[src/xbus_decode.sv]
package xbus_pkg;

    // ************************************************************
    // Widths and fixed addresses
    // ************************************************************
    localparam int          ADDR_W          = 16;
    localparam int          GP_COUNT        = 3;
    localparam logic [15:0] FDC_STAT_PRI    = 16'h03F7;
    localparam logic [15:0] FDC_STAT_SEC    = 16'h0377;
    localparam logic [2:0]  DMA_FDC_CHANNEL = 3'h2;
    localparam int          DOR_DMA_BIT     = 3;
    localparam int          MODE_ENC_BIT    = 4;

    // ************************************************************
    // Encoded select codes, expanded outside by a 3-to-8 decoder
    // ************************************************************
    localparam logic [2:0]  CODE_SERIAL_A   = 3'h0;
    localparam logic [2:0]  CODE_SERIAL_B   = 3'h1;
    localparam logic [2:0]  CODE_PARALLEL   = 3'h2;
    localparam logic [2:0]  CODE_IDE        = 3'h3;
    localparam logic [2:0]  CODE_GP0        = 3'h4;
    localparam logic [2:0]  CODE_IDLE       = 3'h7;

    // ************************************************************
    // Reset values
    // ************************************************************
    localparam logic        RST_STROBE_N    = 1'h1;
    localparam logic        RST_DIR         = 1'h0;
    localparam logic        RST_OE_N        = 1'h1;
    localparam logic [2:0]  RST_PINS        = 3'h7;
    localparam logic        RST_STRAP       = 1'h1;

    typedef struct packed {
        logic              io_read;
        logic              io_write;
        logic              mem_read;
        logic              mem_write;
        logic              dma;
        logic [2:0]        dma_channel;
        logic [ADDR_W-1:0] address;
    } cycle_type;

    typedef struct packed {
        logic [ADDR_W-1:0] base;
        logic [ADDR_W-1:0] mask;
    } window_type;

    typedef struct packed {
        logic serial_a;
        logic serial_b;
        logic parallel;
        logic ide;
        logic floppy;
        logic any_enabled;
    } hits_type;

    typedef struct packed {
        logic [1:0] strap_sync;
        logic [1:0] pin_sync;
        logic       strap_pending;
        logic       floppy_present;
        logic       test_select;
        logic       cram_rd_n;
        logic       cram_wr_n;
        logic       dir;
        logic       oe_n;
        logic [2:0] pins;
        logic       pin0_oe;
    } state_type;

endpackage

`timescale 1ns/100ps

module xbus_decode
    import xbus_pkg::*;
#(
    parameter int N = GP_COUNT
)
(
    // Latched cycle address
    input  wire logic [ADDR_W-1:0] address,
    // Ranges and windows
    input  wire logic [ADDR_W-1:0] cram_low,
    input  wire logic [ADDR_W-1:0] cram_high,
    input  wire window_type [N-1:0] windows,
    // Hits
    output logic                   cram_hit,
    output logic [N-1:0]           window_hit,
    output logic                   status_addr
);

    // Mask bits set to one are don't-care address bits
    function automatic logic window_match(
        input logic [ADDR_W-1:0] a,
        input window_type        w
    );
        window_match = ((a ^ w.base) & ~w.mask) == '0;
    endfunction

    genvar i;
    generate
        for (i = 0; i < N; i++)
        begin : g_win
            assign window_hit[i] = window_match(address, windows[i]);
        end
    endgenerate

    assign cram_hit    = (address >= cram_low) && (address <= cram_high);
    assign status_addr = (address == FDC_STAT_PRI) || (address == FDC_STAT_SEC);

endmodule

[src/xbus_control.sv]
// How it works
// - Config RAM read strobe low on master I/O reads inside the programmed range.
// - Config RAM write strobe low on master I/O writes inside range, high otherwise.
// - Direction high for master I/O and memory reads.
// - Channel 2 DMA memory-read/I/O-write with BIOS select drives direction high.
// - Channel 2 DMA I/O-read/memory-write with DOR bit 3 set drives direction high.
// - Direction low in every other case.
// - Master memory cycles enable transceiver only with BIOS select.
// - Master I/O cycles enable transceiver for enabled, decoded peripherals.
// - No enable for reads of 3F7h/377h while IDE decode is off.
// - No enable for floppy I/O when the disk-change strap read low.
// - DMA cycles enable transceiver only on channel 2.
// - Mode bit 4 picks one-hot selects or encoded select code.
// - One-hot selects assert on master I/O inside their base/mask windows.
// - Encoded mode outputs a 3-bit code for an outside 3-to-8 decoder.
// - Select pin 0 is an input in reset, sampled at release for test/init.
// - After reset select pin 0 is driven again as a normal select.
// - Disk-change strap captured at reset release; high means floppy present.

`timescale 1ns/100ps

module xbus_control
    import xbus_pkg::*;
#(
    parameter int N = GP_COUNT
)
(
    // Clock, reset and enable
    input  wire logic              ref_clk,
    input  wire logic              reset_n,
    input  wire logic              ce,
    // Current bus cycle, latched address
    input  wire cycle_type         bus_cycle,
    // Configuration
    input  wire logic [ADDR_W-1:0] cram_low,
    input  wire logic [ADDR_W-1:0] cram_high,
    input  wire window_type [N-1:0] gp_window,
    input  wire logic [7:0]        mode_select,
    input  wire logic [7:0]        floppy_dor,
    input  wire logic              ide_enable,
    input  wire hits_type          periph_hits,
    input  wire logic              local_bios_select_n,
    // Strap pins
    input  wire logic              disk_change_strap,
    input  wire logic              select0_in,
    // Config RAM strobes
    output logic                   cfg_ram_read_strobe_n,
    output logic                   cfg_ram_write_strobe_n,
    // Transceiver control
    output logic                   periph_xcvr_direction,
    output logic                   periph_xcvr_output_enable_n,
    // Shared select pins, general_select_n or encoded_select_code
    output logic [2:0]             select_out,
    output logic                   select0_oe,
    // Captured straps
    output logic                   test_mode_select,
    output logic                   floppy_present
);

    // ************************************************************
    // Decode
    // ************************************************************
    logic         cram_hit;
    logic [N-1:0] window_hit;
    logic         status_addr;

    xbus_decode #(
        .N           (N)
    ) u_decode (
        .address     (bus_cycle.address),
        .cram_low    (cram_low),
        .cram_high   (cram_high),
        .windows     (gp_window),
        .cram_hit    (cram_hit),
        .window_hit  (window_hit),
        .status_addr (status_addr)
    );

    // Fixed priority: serial, parallel, IDE, then general windows
    function automatic logic [2:0] encode_select(
        input hits_type     h,
        input logic [N-1:0] w
    );
        encode_select = CODE_IDLE;
        if (h.serial_a)
            encode_select = CODE_SERIAL_A;
        else if (h.serial_b)
            encode_select = CODE_SERIAL_B;
        else if (h.parallel)
            encode_select = CODE_PARALLEL;
        else if (h.ide)
            encode_select = CODE_IDE;
        else
        begin
            for (int k = N - 1; k >= 0; k--)
            begin
                if (w[k])
                    encode_select = CODE_GP0 + 3'(k);
            end
        end
    endfunction

    // ************************************************************
    // Cycle classes
    // ************************************************************
    logic master;
    logic io_cyc;
    logic mem_cyc;
    logic ch2;
    logic bios_sel;
    logic dir_master;
    logic dir_bios;
    logic dir_dor;
    logic io_oe;
    logic oe;
    logic encoded;
    logic [2:0] onehot_n;
    logic [2:0] code;
    state_type  state;
    state_type  next_state;

    assign master   = !bus_cycle.dma;
    assign io_cyc   = bus_cycle.io_read || bus_cycle.io_write;
    assign mem_cyc  = bus_cycle.mem_read || bus_cycle.mem_write;
    assign ch2      = bus_cycle.dma && (bus_cycle.dma_channel == DMA_FDC_CHANNEL);
    assign bios_sel = !local_bios_select_n;
    assign encoded  = mode_select[MODE_ENC_BIT];

    assign dir_master = master && (bus_cycle.io_read || bus_cycle.mem_read);
    assign dir_bios   = ch2 && bus_cycle.mem_read && bus_cycle.io_write
                        && bios_sel;
    assign dir_dor    = ch2 && bus_cycle.io_read && bus_cycle.mem_write
                        && floppy_dor[DOR_DMA_BIT];

    // Status port reads with IDE absent are answered on SD7 alone
    assign io_oe = periph_hits.any_enabled
                   && !(bus_cycle.io_read && status_addr && !ide_enable)
                   && !(periph_hits.floppy && !state.floppy_present);

    always_comb
    begin
        if (bus_cycle.dma)
            oe = ch2;
        else if (mem_cyc)
            oe = bios_sel;
        else if (io_cyc)
            oe = io_oe;
        else
            oe = 1'h0;
    end

    always_comb
    begin
        onehot_n = 3'h7;
        for (int k = 0; k < N && k < 3; k++)
            onehot_n[k] = !(io_cyc && master && window_hit[k]);
        code = (io_cyc && master) ? encode_select(periph_hits, window_hit)
                                  : CODE_IDLE;
    end

    // ************************************************************
    // State
    // ************************************************************

    always_comb
    begin
        next_state = state;
        // Synchronisers keep running in reset so the straps are fresh at release
        next_state.strap_sync = {state.strap_sync[0], disk_change_strap};
        next_state.pin_sync   = {state.pin_sync[0], select0_in};
        if (!reset_n)
        begin
            next_state.strap_pending = RST_STRAP;
            next_state.cram_rd_n     = RST_STROBE_N;
            next_state.cram_wr_n     = RST_STROBE_N;
            next_state.dir           = RST_DIR;
            next_state.oe_n          = RST_OE_N;
            next_state.pins          = RST_PINS;
            next_state.pin0_oe       = 1'h0;
        end
        else
        begin
            if (state.strap_pending)
            begin
                next_state.strap_pending  = 1'h0;
                next_state.test_select    = state.pin_sync[1];
                next_state.floppy_present = state.strap_sync[1];
            end
            // Captured straps are left alone until the next reset
            next_state.pin0_oe   = 1'h1;
            next_state.cram_rd_n = !(master && bus_cycle.io_read && cram_hit);
            next_state.cram_wr_n = !(master && bus_cycle.io_write && cram_hit);
            next_state.dir       = dir_master || dir_bios || dir_dor;
            next_state.oe_n      = !oe;
            next_state.pins      = encoded ? code : onehot_n;
        end
    end

    // Clock enable also holds off reset; keep it high while reset is applied
    always_ff @(posedge ref_clk)
    begin
        if (ce)
            state <= next_state;
    end

    assign cfg_ram_read_strobe_n       = state.cram_rd_n;
    assign cfg_ram_write_strobe_n      = state.cram_wr_n;
    assign periph_xcvr_direction       = state.dir;
    assign periph_xcvr_output_enable_n = state.oe_n;
    assign select_out                  = state.pins;
    assign select0_oe                  = state.pin0_oe;
    assign test_mode_select            = state.test_select;
    assign floppy_present              = state.floppy_present;
endmodule

[config.mk]
export PLATFORM = sky130hd
export DESIGN_NAME = xbus_control
export DESIGN_NICKNAME = d
export VERILOG_FILES = /design/src/xbus_decode.sv /design/src/xbus_control.sv
export SDC_FILE = /design/constraint.sdc
export NUM_CORES = 1
export LEC_CHECK = 0
export ABC_CLOCK_PERIOD_IN_PS = 3500
export BUFFER_PORTS_ARGS = -buffer_cell sky130_fd_sc_hd__buf_4
export CAP_MARGIN = 20
export CORE_ASPECT_RATIO = 1.5
export CORE_MARGIN = 2
export CORE_UTILIZATION = 35
export CTS_BUF_LIST = sky130_fd_sc_hd__clkbuf_2
export DETAILED_ROUTE_END_ITERATION = 16
export GPL_TIMING_DRIVEN = 0
export PLACE_DENSITY = 0.76
export SYNTH_ARGS = -nofsm -noshare
export SYNTH_HDL_FRONTEND = slang
export SYNTH_SLANG_ARGS = --single-unit
[constraint.sdc]
create_clock -name ref_clk -period 3.5 [get_ports ref_clk]
set_input_delay 0.35 -clock ref_clk [delete_from_list [all_inputs] [get_ports ref_clk]]
set_output_delay 0.35 -clock ref_clk [all_outputs]
set_load 0.02 [all_outputs]
* Yosys cells after proc, flatten, opt, wreduce, memory -nomap -nowiden *
Index checks and enable logic that the tools add are counted.

word-level totals
  register bits = 15
  bits of input ports = 181
  output and inout port bits = 10

operators by class
  $lt $le $gt $ge = 2
  eq/ne operators = 3
  mux-type cells = 13
  bitwise operators = 9
  reduce and logical (&&, ||, !) cells = 44

operators with widths
  operator                number
  $and A16 B16 Y16        3
  $logic_not A16 Y1       3
  $not A16 Y16            3
  $xor A16 B16 Y16        3
  $eq A16 B10 Y1 const B  2
  $mux W3                 8
  $logic_and A1 B1 Y1     22
  $ge A16 B16 Y1          1
  $le A16 B16 Y1          1
  $logic_not A1 Y1        12
  $logic_or A1 B1 Y1      6
  $mux W1                 5
  $eq A3 B2 Y1 const B    1
  $reduce_and A3 Y1       1

* Longest topological paths before layout *
  depth after elaboration = 12
  mapped depth = 9

* By module *
A second synthesis with hierarchy kept.

unflattened totals
  cell total of the unflattened synthesis = 250
  area, all modules = 2,144.6 µm²

modules (own cells, without submodules)
  module        instances  cells each  area each (µm²)  sequential area each (µm²)
  xbus_decode   1          197         1,443.9          0.0
  xbus_control  1          53          700.7            450.4

* Worst setup path after synthesis *
No wires, ideal clock.

  path kind = in2reg
  from = in bus_cycle[0] (netlist name)
  to = reg state (netlist bit cfg_ram_read_strobe_n), data pin
  library setup time = 0.135 ns
  arrival time = 1.573 ns
  data required time = 3.365 ns
  slack = 1.792 ns
  stages on the path = 9
  path through = buf_6 > inv_1 > ha_1 > nor2_1 > a21oi_1 > nor4_1 > o211ai_1 > a211o_1 > nand3_1

between the ends
  longest elaborated chain between the ends = 4

RTL lines
  element                                           line                 RTL
  start, declared                                   xbus_control.sv:33   input wire cycle_type bus_cycle,
  $ge A16 B16 Y1 or $le A16 B16 Y1 (tied branches)  xbus_decode.sv:109   assign cram_hit = (address >= cram_low) && (address <= cram_high);
  $logic_and A1 B1 Y1 *                             xbus_decode.sv:109
  $logic_and A1 B1 Y1 *                             xbus_control.sv:191  next_state.cram_rd_n = !(master && bus_cycle.io_read && cram_hit);
  $logic_not A1 Y1 *                                xbus_control.sv:191
  end signal, assigned                              xbus_control.sv:203  state <= next_state;
  end, declared                                     xbus_control.sv:119  state_type state;

Mark *: on every way between the ends. The rest lies on a longest branch, timed or not.
A chain may end at the register's enable or synchronous reset.

* Final worst setup path *
  from = in bus_cycle[2] (netlist name)
  to = reg state (netlist bit select_out[0]), data pin

between the ends
  longest elaborated chain between the ends = 12

RTL lines
  element                line                 RTL
  $xor A16 B16 Y16       xbus_decode.sv:98    window_match = ((a ^ w.base) & ~w.mask) == '0;
  $and A16 B16 Y16       xbus_decode.sv:98
  $logic_not A16 Y1      xbus_decode.sv:98
  $mux W1                xbus_control.sv:97   if (w[k])
  $mux W3 (2 in series)  xbus_control.sv:97
  $mux W3                xbus_control.sv:91   else if (h.ide)
  $mux W3                xbus_control.sv:89   else if (h.parallel)
  $mux W3                xbus_control.sv:87   else if (h.serial_b)
  $mux W3                xbus_control.sv:85   if (h.serial_a)
  $mux W3                xbus_control.sv:157  code = (io_cyc && master) ? encode_select(periph_hits, window_hit)
  $mux W3 *              xbus_control.sv:195  next_state.pins = encoded ? code : onehot_n;

Marks and branches as above.

==> metrics <==
Num CTS Buffers 3; gr ovfl total 0; FILL cells 580; PwrDens 190 nW/um^2; Max Cap Viol 0; Synth Flop Type edfxtp_1; Sinks on Clock Net 15; period utilization 53.7%; Startpoint Class primary input; Total GRT Usage 23.2%; CP max FO 6; post-route ant nets 0; Synth Register Bits 15; Setup TNS 0 ps; Reg clk slew, reported paths 130 ps; Setup CP Type primary input to flop; drt wl/cell 15.6 um; Synth async-reset ratio 0%; Final Skew 0.484 ps; antenna violations before repair 0; # rows 34; Area Overhead vs Synth 66.4%; total iterations of the first detailed-routing run 4; post-synthesis instance total 253; Worst R2R Path Depth 3; final hold viol count 0; status finished clean; Mapped Avg Cell Area 8.48 sq um; die area 6780 sq um; headroom to the max-slew limit 58.5%; Inserted Diodes 0; TritonCTS clock tree built; global-route wire length before repair 12,000 um; CP required 3530 ps; worst IR drop on VDD 0.0777 mV; drt initial violations 94; WL met3 608 um; routed via count 2,564; Leak 1.76 nW; fin crit period 1880 ps; placed wire-length estimate 7020 um; port buffer count 175; unrepaired setup endpoints after global routing false; # H-tree levels 1; WL final 7860 um; Tightest Hold Check Type primary input to flop; final worst slack 1620 ps; post-cts repair resize count 0; Initial Util 36.5%; Syn Nets 466; slowest cell on the critical path nor4_1; final setup fails 0; final slew viol count 0; Ys Warns 0; Met1 Wirelength 2810 um; RePlAce Congestion 0.811; most common cell after layout, fill and taps aside buf_4; synthesized area 2140 sq um; Final nets 646; # hold bufs at CTS 0; Yosys cell types 40; Worst-Skew Late Latency 260 ps; most frequent cells in the layout buf_4 (178), xnor2_1 (47), inv_1 (36), ha_1 (32), o22ai_1 (24); clk root buf clkbuf_2; die width 67.9 um; Post-synth EDFFs 15; vias in the first global route 2,731; core area 5870 sq um; crit path cell chain buf_4 > xnor2_1 > o22ai_1 > nor4_1 > nand2_1 > a211oi_2 > o21ai_1; ratio of cells with drive above 1 in the final layout 43.1%; DRC viols 0; Crit. End Element flop; largest net degree at the start of global routing 15; Ports 191; slowest stage delay, CP 550 ps; vias per cell 5.09; WL met2 4200 um; worst-margin pin slew 617 ps; Place WS 1320 ps; hold path cells 1; Max Freq 0.532 GHz; total chip power 678 uW; clock buffer depth 2; CP arrival 1910 ps; max layer used met4; die height 99.9 um; # Post-CTS Setup Buffers 0; Seq/Total Area, Yosys 21.0%
==> through the flow <==
stage	instance area (sq um)	cells	hold slack [ps]	util, %
after floorplan	2140	253	400	-
after global placement	3550	500	403	60.4
after detailed placement	3550	500	407	60.4
after CTS	3570	504	236	60.8
after global routing	3570	504	217	60.8
final	3570	504	252	60.8
==> registers in the layout (all words and copies together), names as in the netlist <==
name,cells
select0_oe,1
cfg_ram_read_strobe_n,1
periph_xcvr_direction,1
cfg_ram_write_strobe_n,1
select_out,3
next_state,2
test_mode_select,1
periph_xcvr_output_enable_n,1
floppy_present,1
state,3
==> power breakdown <==
part           total [mW]  switching, mW  internal [mW]
clock              0.0789         0.0486         0.0303
sequential          0.214        0.00314          0.211
combinational       0.385          0.159          0.226
==> area by class of cell <==
cell class	count	area, sq um	share of cell area, %
tap	72	90.1	2.52
buffer	4	33.8	0.947
timing repair buffer	175	1310	36.8
inverter	36	135	3.79
sequential	15	450	12.6
multi-input combinational	198	1530	42.7
clock buffer	4	20.0	0.561
==> cell usage after synthesis, drive strengths merged (2+ instances only) <==
cell	count	area [sq um]
nor4	10	68.8
ha	32	400
o211ai	4	30.0
nand3	5	25.0
nor2b	3	18.8
inv	36	135
nor2	11	41.3
o21ai	5	25.0
xnor2	48	428
a211oi	2	20.0
o22ai	24	150
edfxtp	15	450
nand2	13	48.8
a21oi	16	80.1
buf	4	33.8
a21o	2	15.0
nand4	4	25.0
o31ai	2	15.0
==> critical path, delay by kind of cell <==
| family | cells | cell delay [ps] |
|---|---|---|
| AOI/OAI and AO/OA | 3 | 480 |
| buffers and inverters | 1 | 160 |
| xor gates and xnor gates | 1 | 160 |
| and+or+nand+nor | 2 | 750 |
==> kinds of logic after synthesis <==
group | Yosys count | share of synthesized area, %
flip-flops | 15 | 21.0
AND/OR/NAND/NOR | 54 | 13.4
XOR/XNOR | 48 | 20.0
AO/OA/AOI/OAI | 64 | 19.1
buffers and inverters | 40 | 7.88
adder cells (fa/ha/maj) | 32 | 18.7
==> per-layer routing <==
metal | vias up | track usage (%)
li1 | 1276 | -
met1 | 1144 | 24.3
met2 | 127 | 44.6
met3 | 17 | 3.25
met4 | 0 | 8.77
met5 | - | 0
==> final timing paths <==
check                 startpoint                          end  slack [ps]
setup / recovery    bus_cycle[2]                select_out[0]        1620
hold / removal        select0_in               next_state[12]         250
setup reg to reg  floppy_present  periph_xcvr_output_enable_n        2280
hold reg to reg        state[12]             test_mode_select         440
No activity file was read; power rests on OpenSTA's default activity.
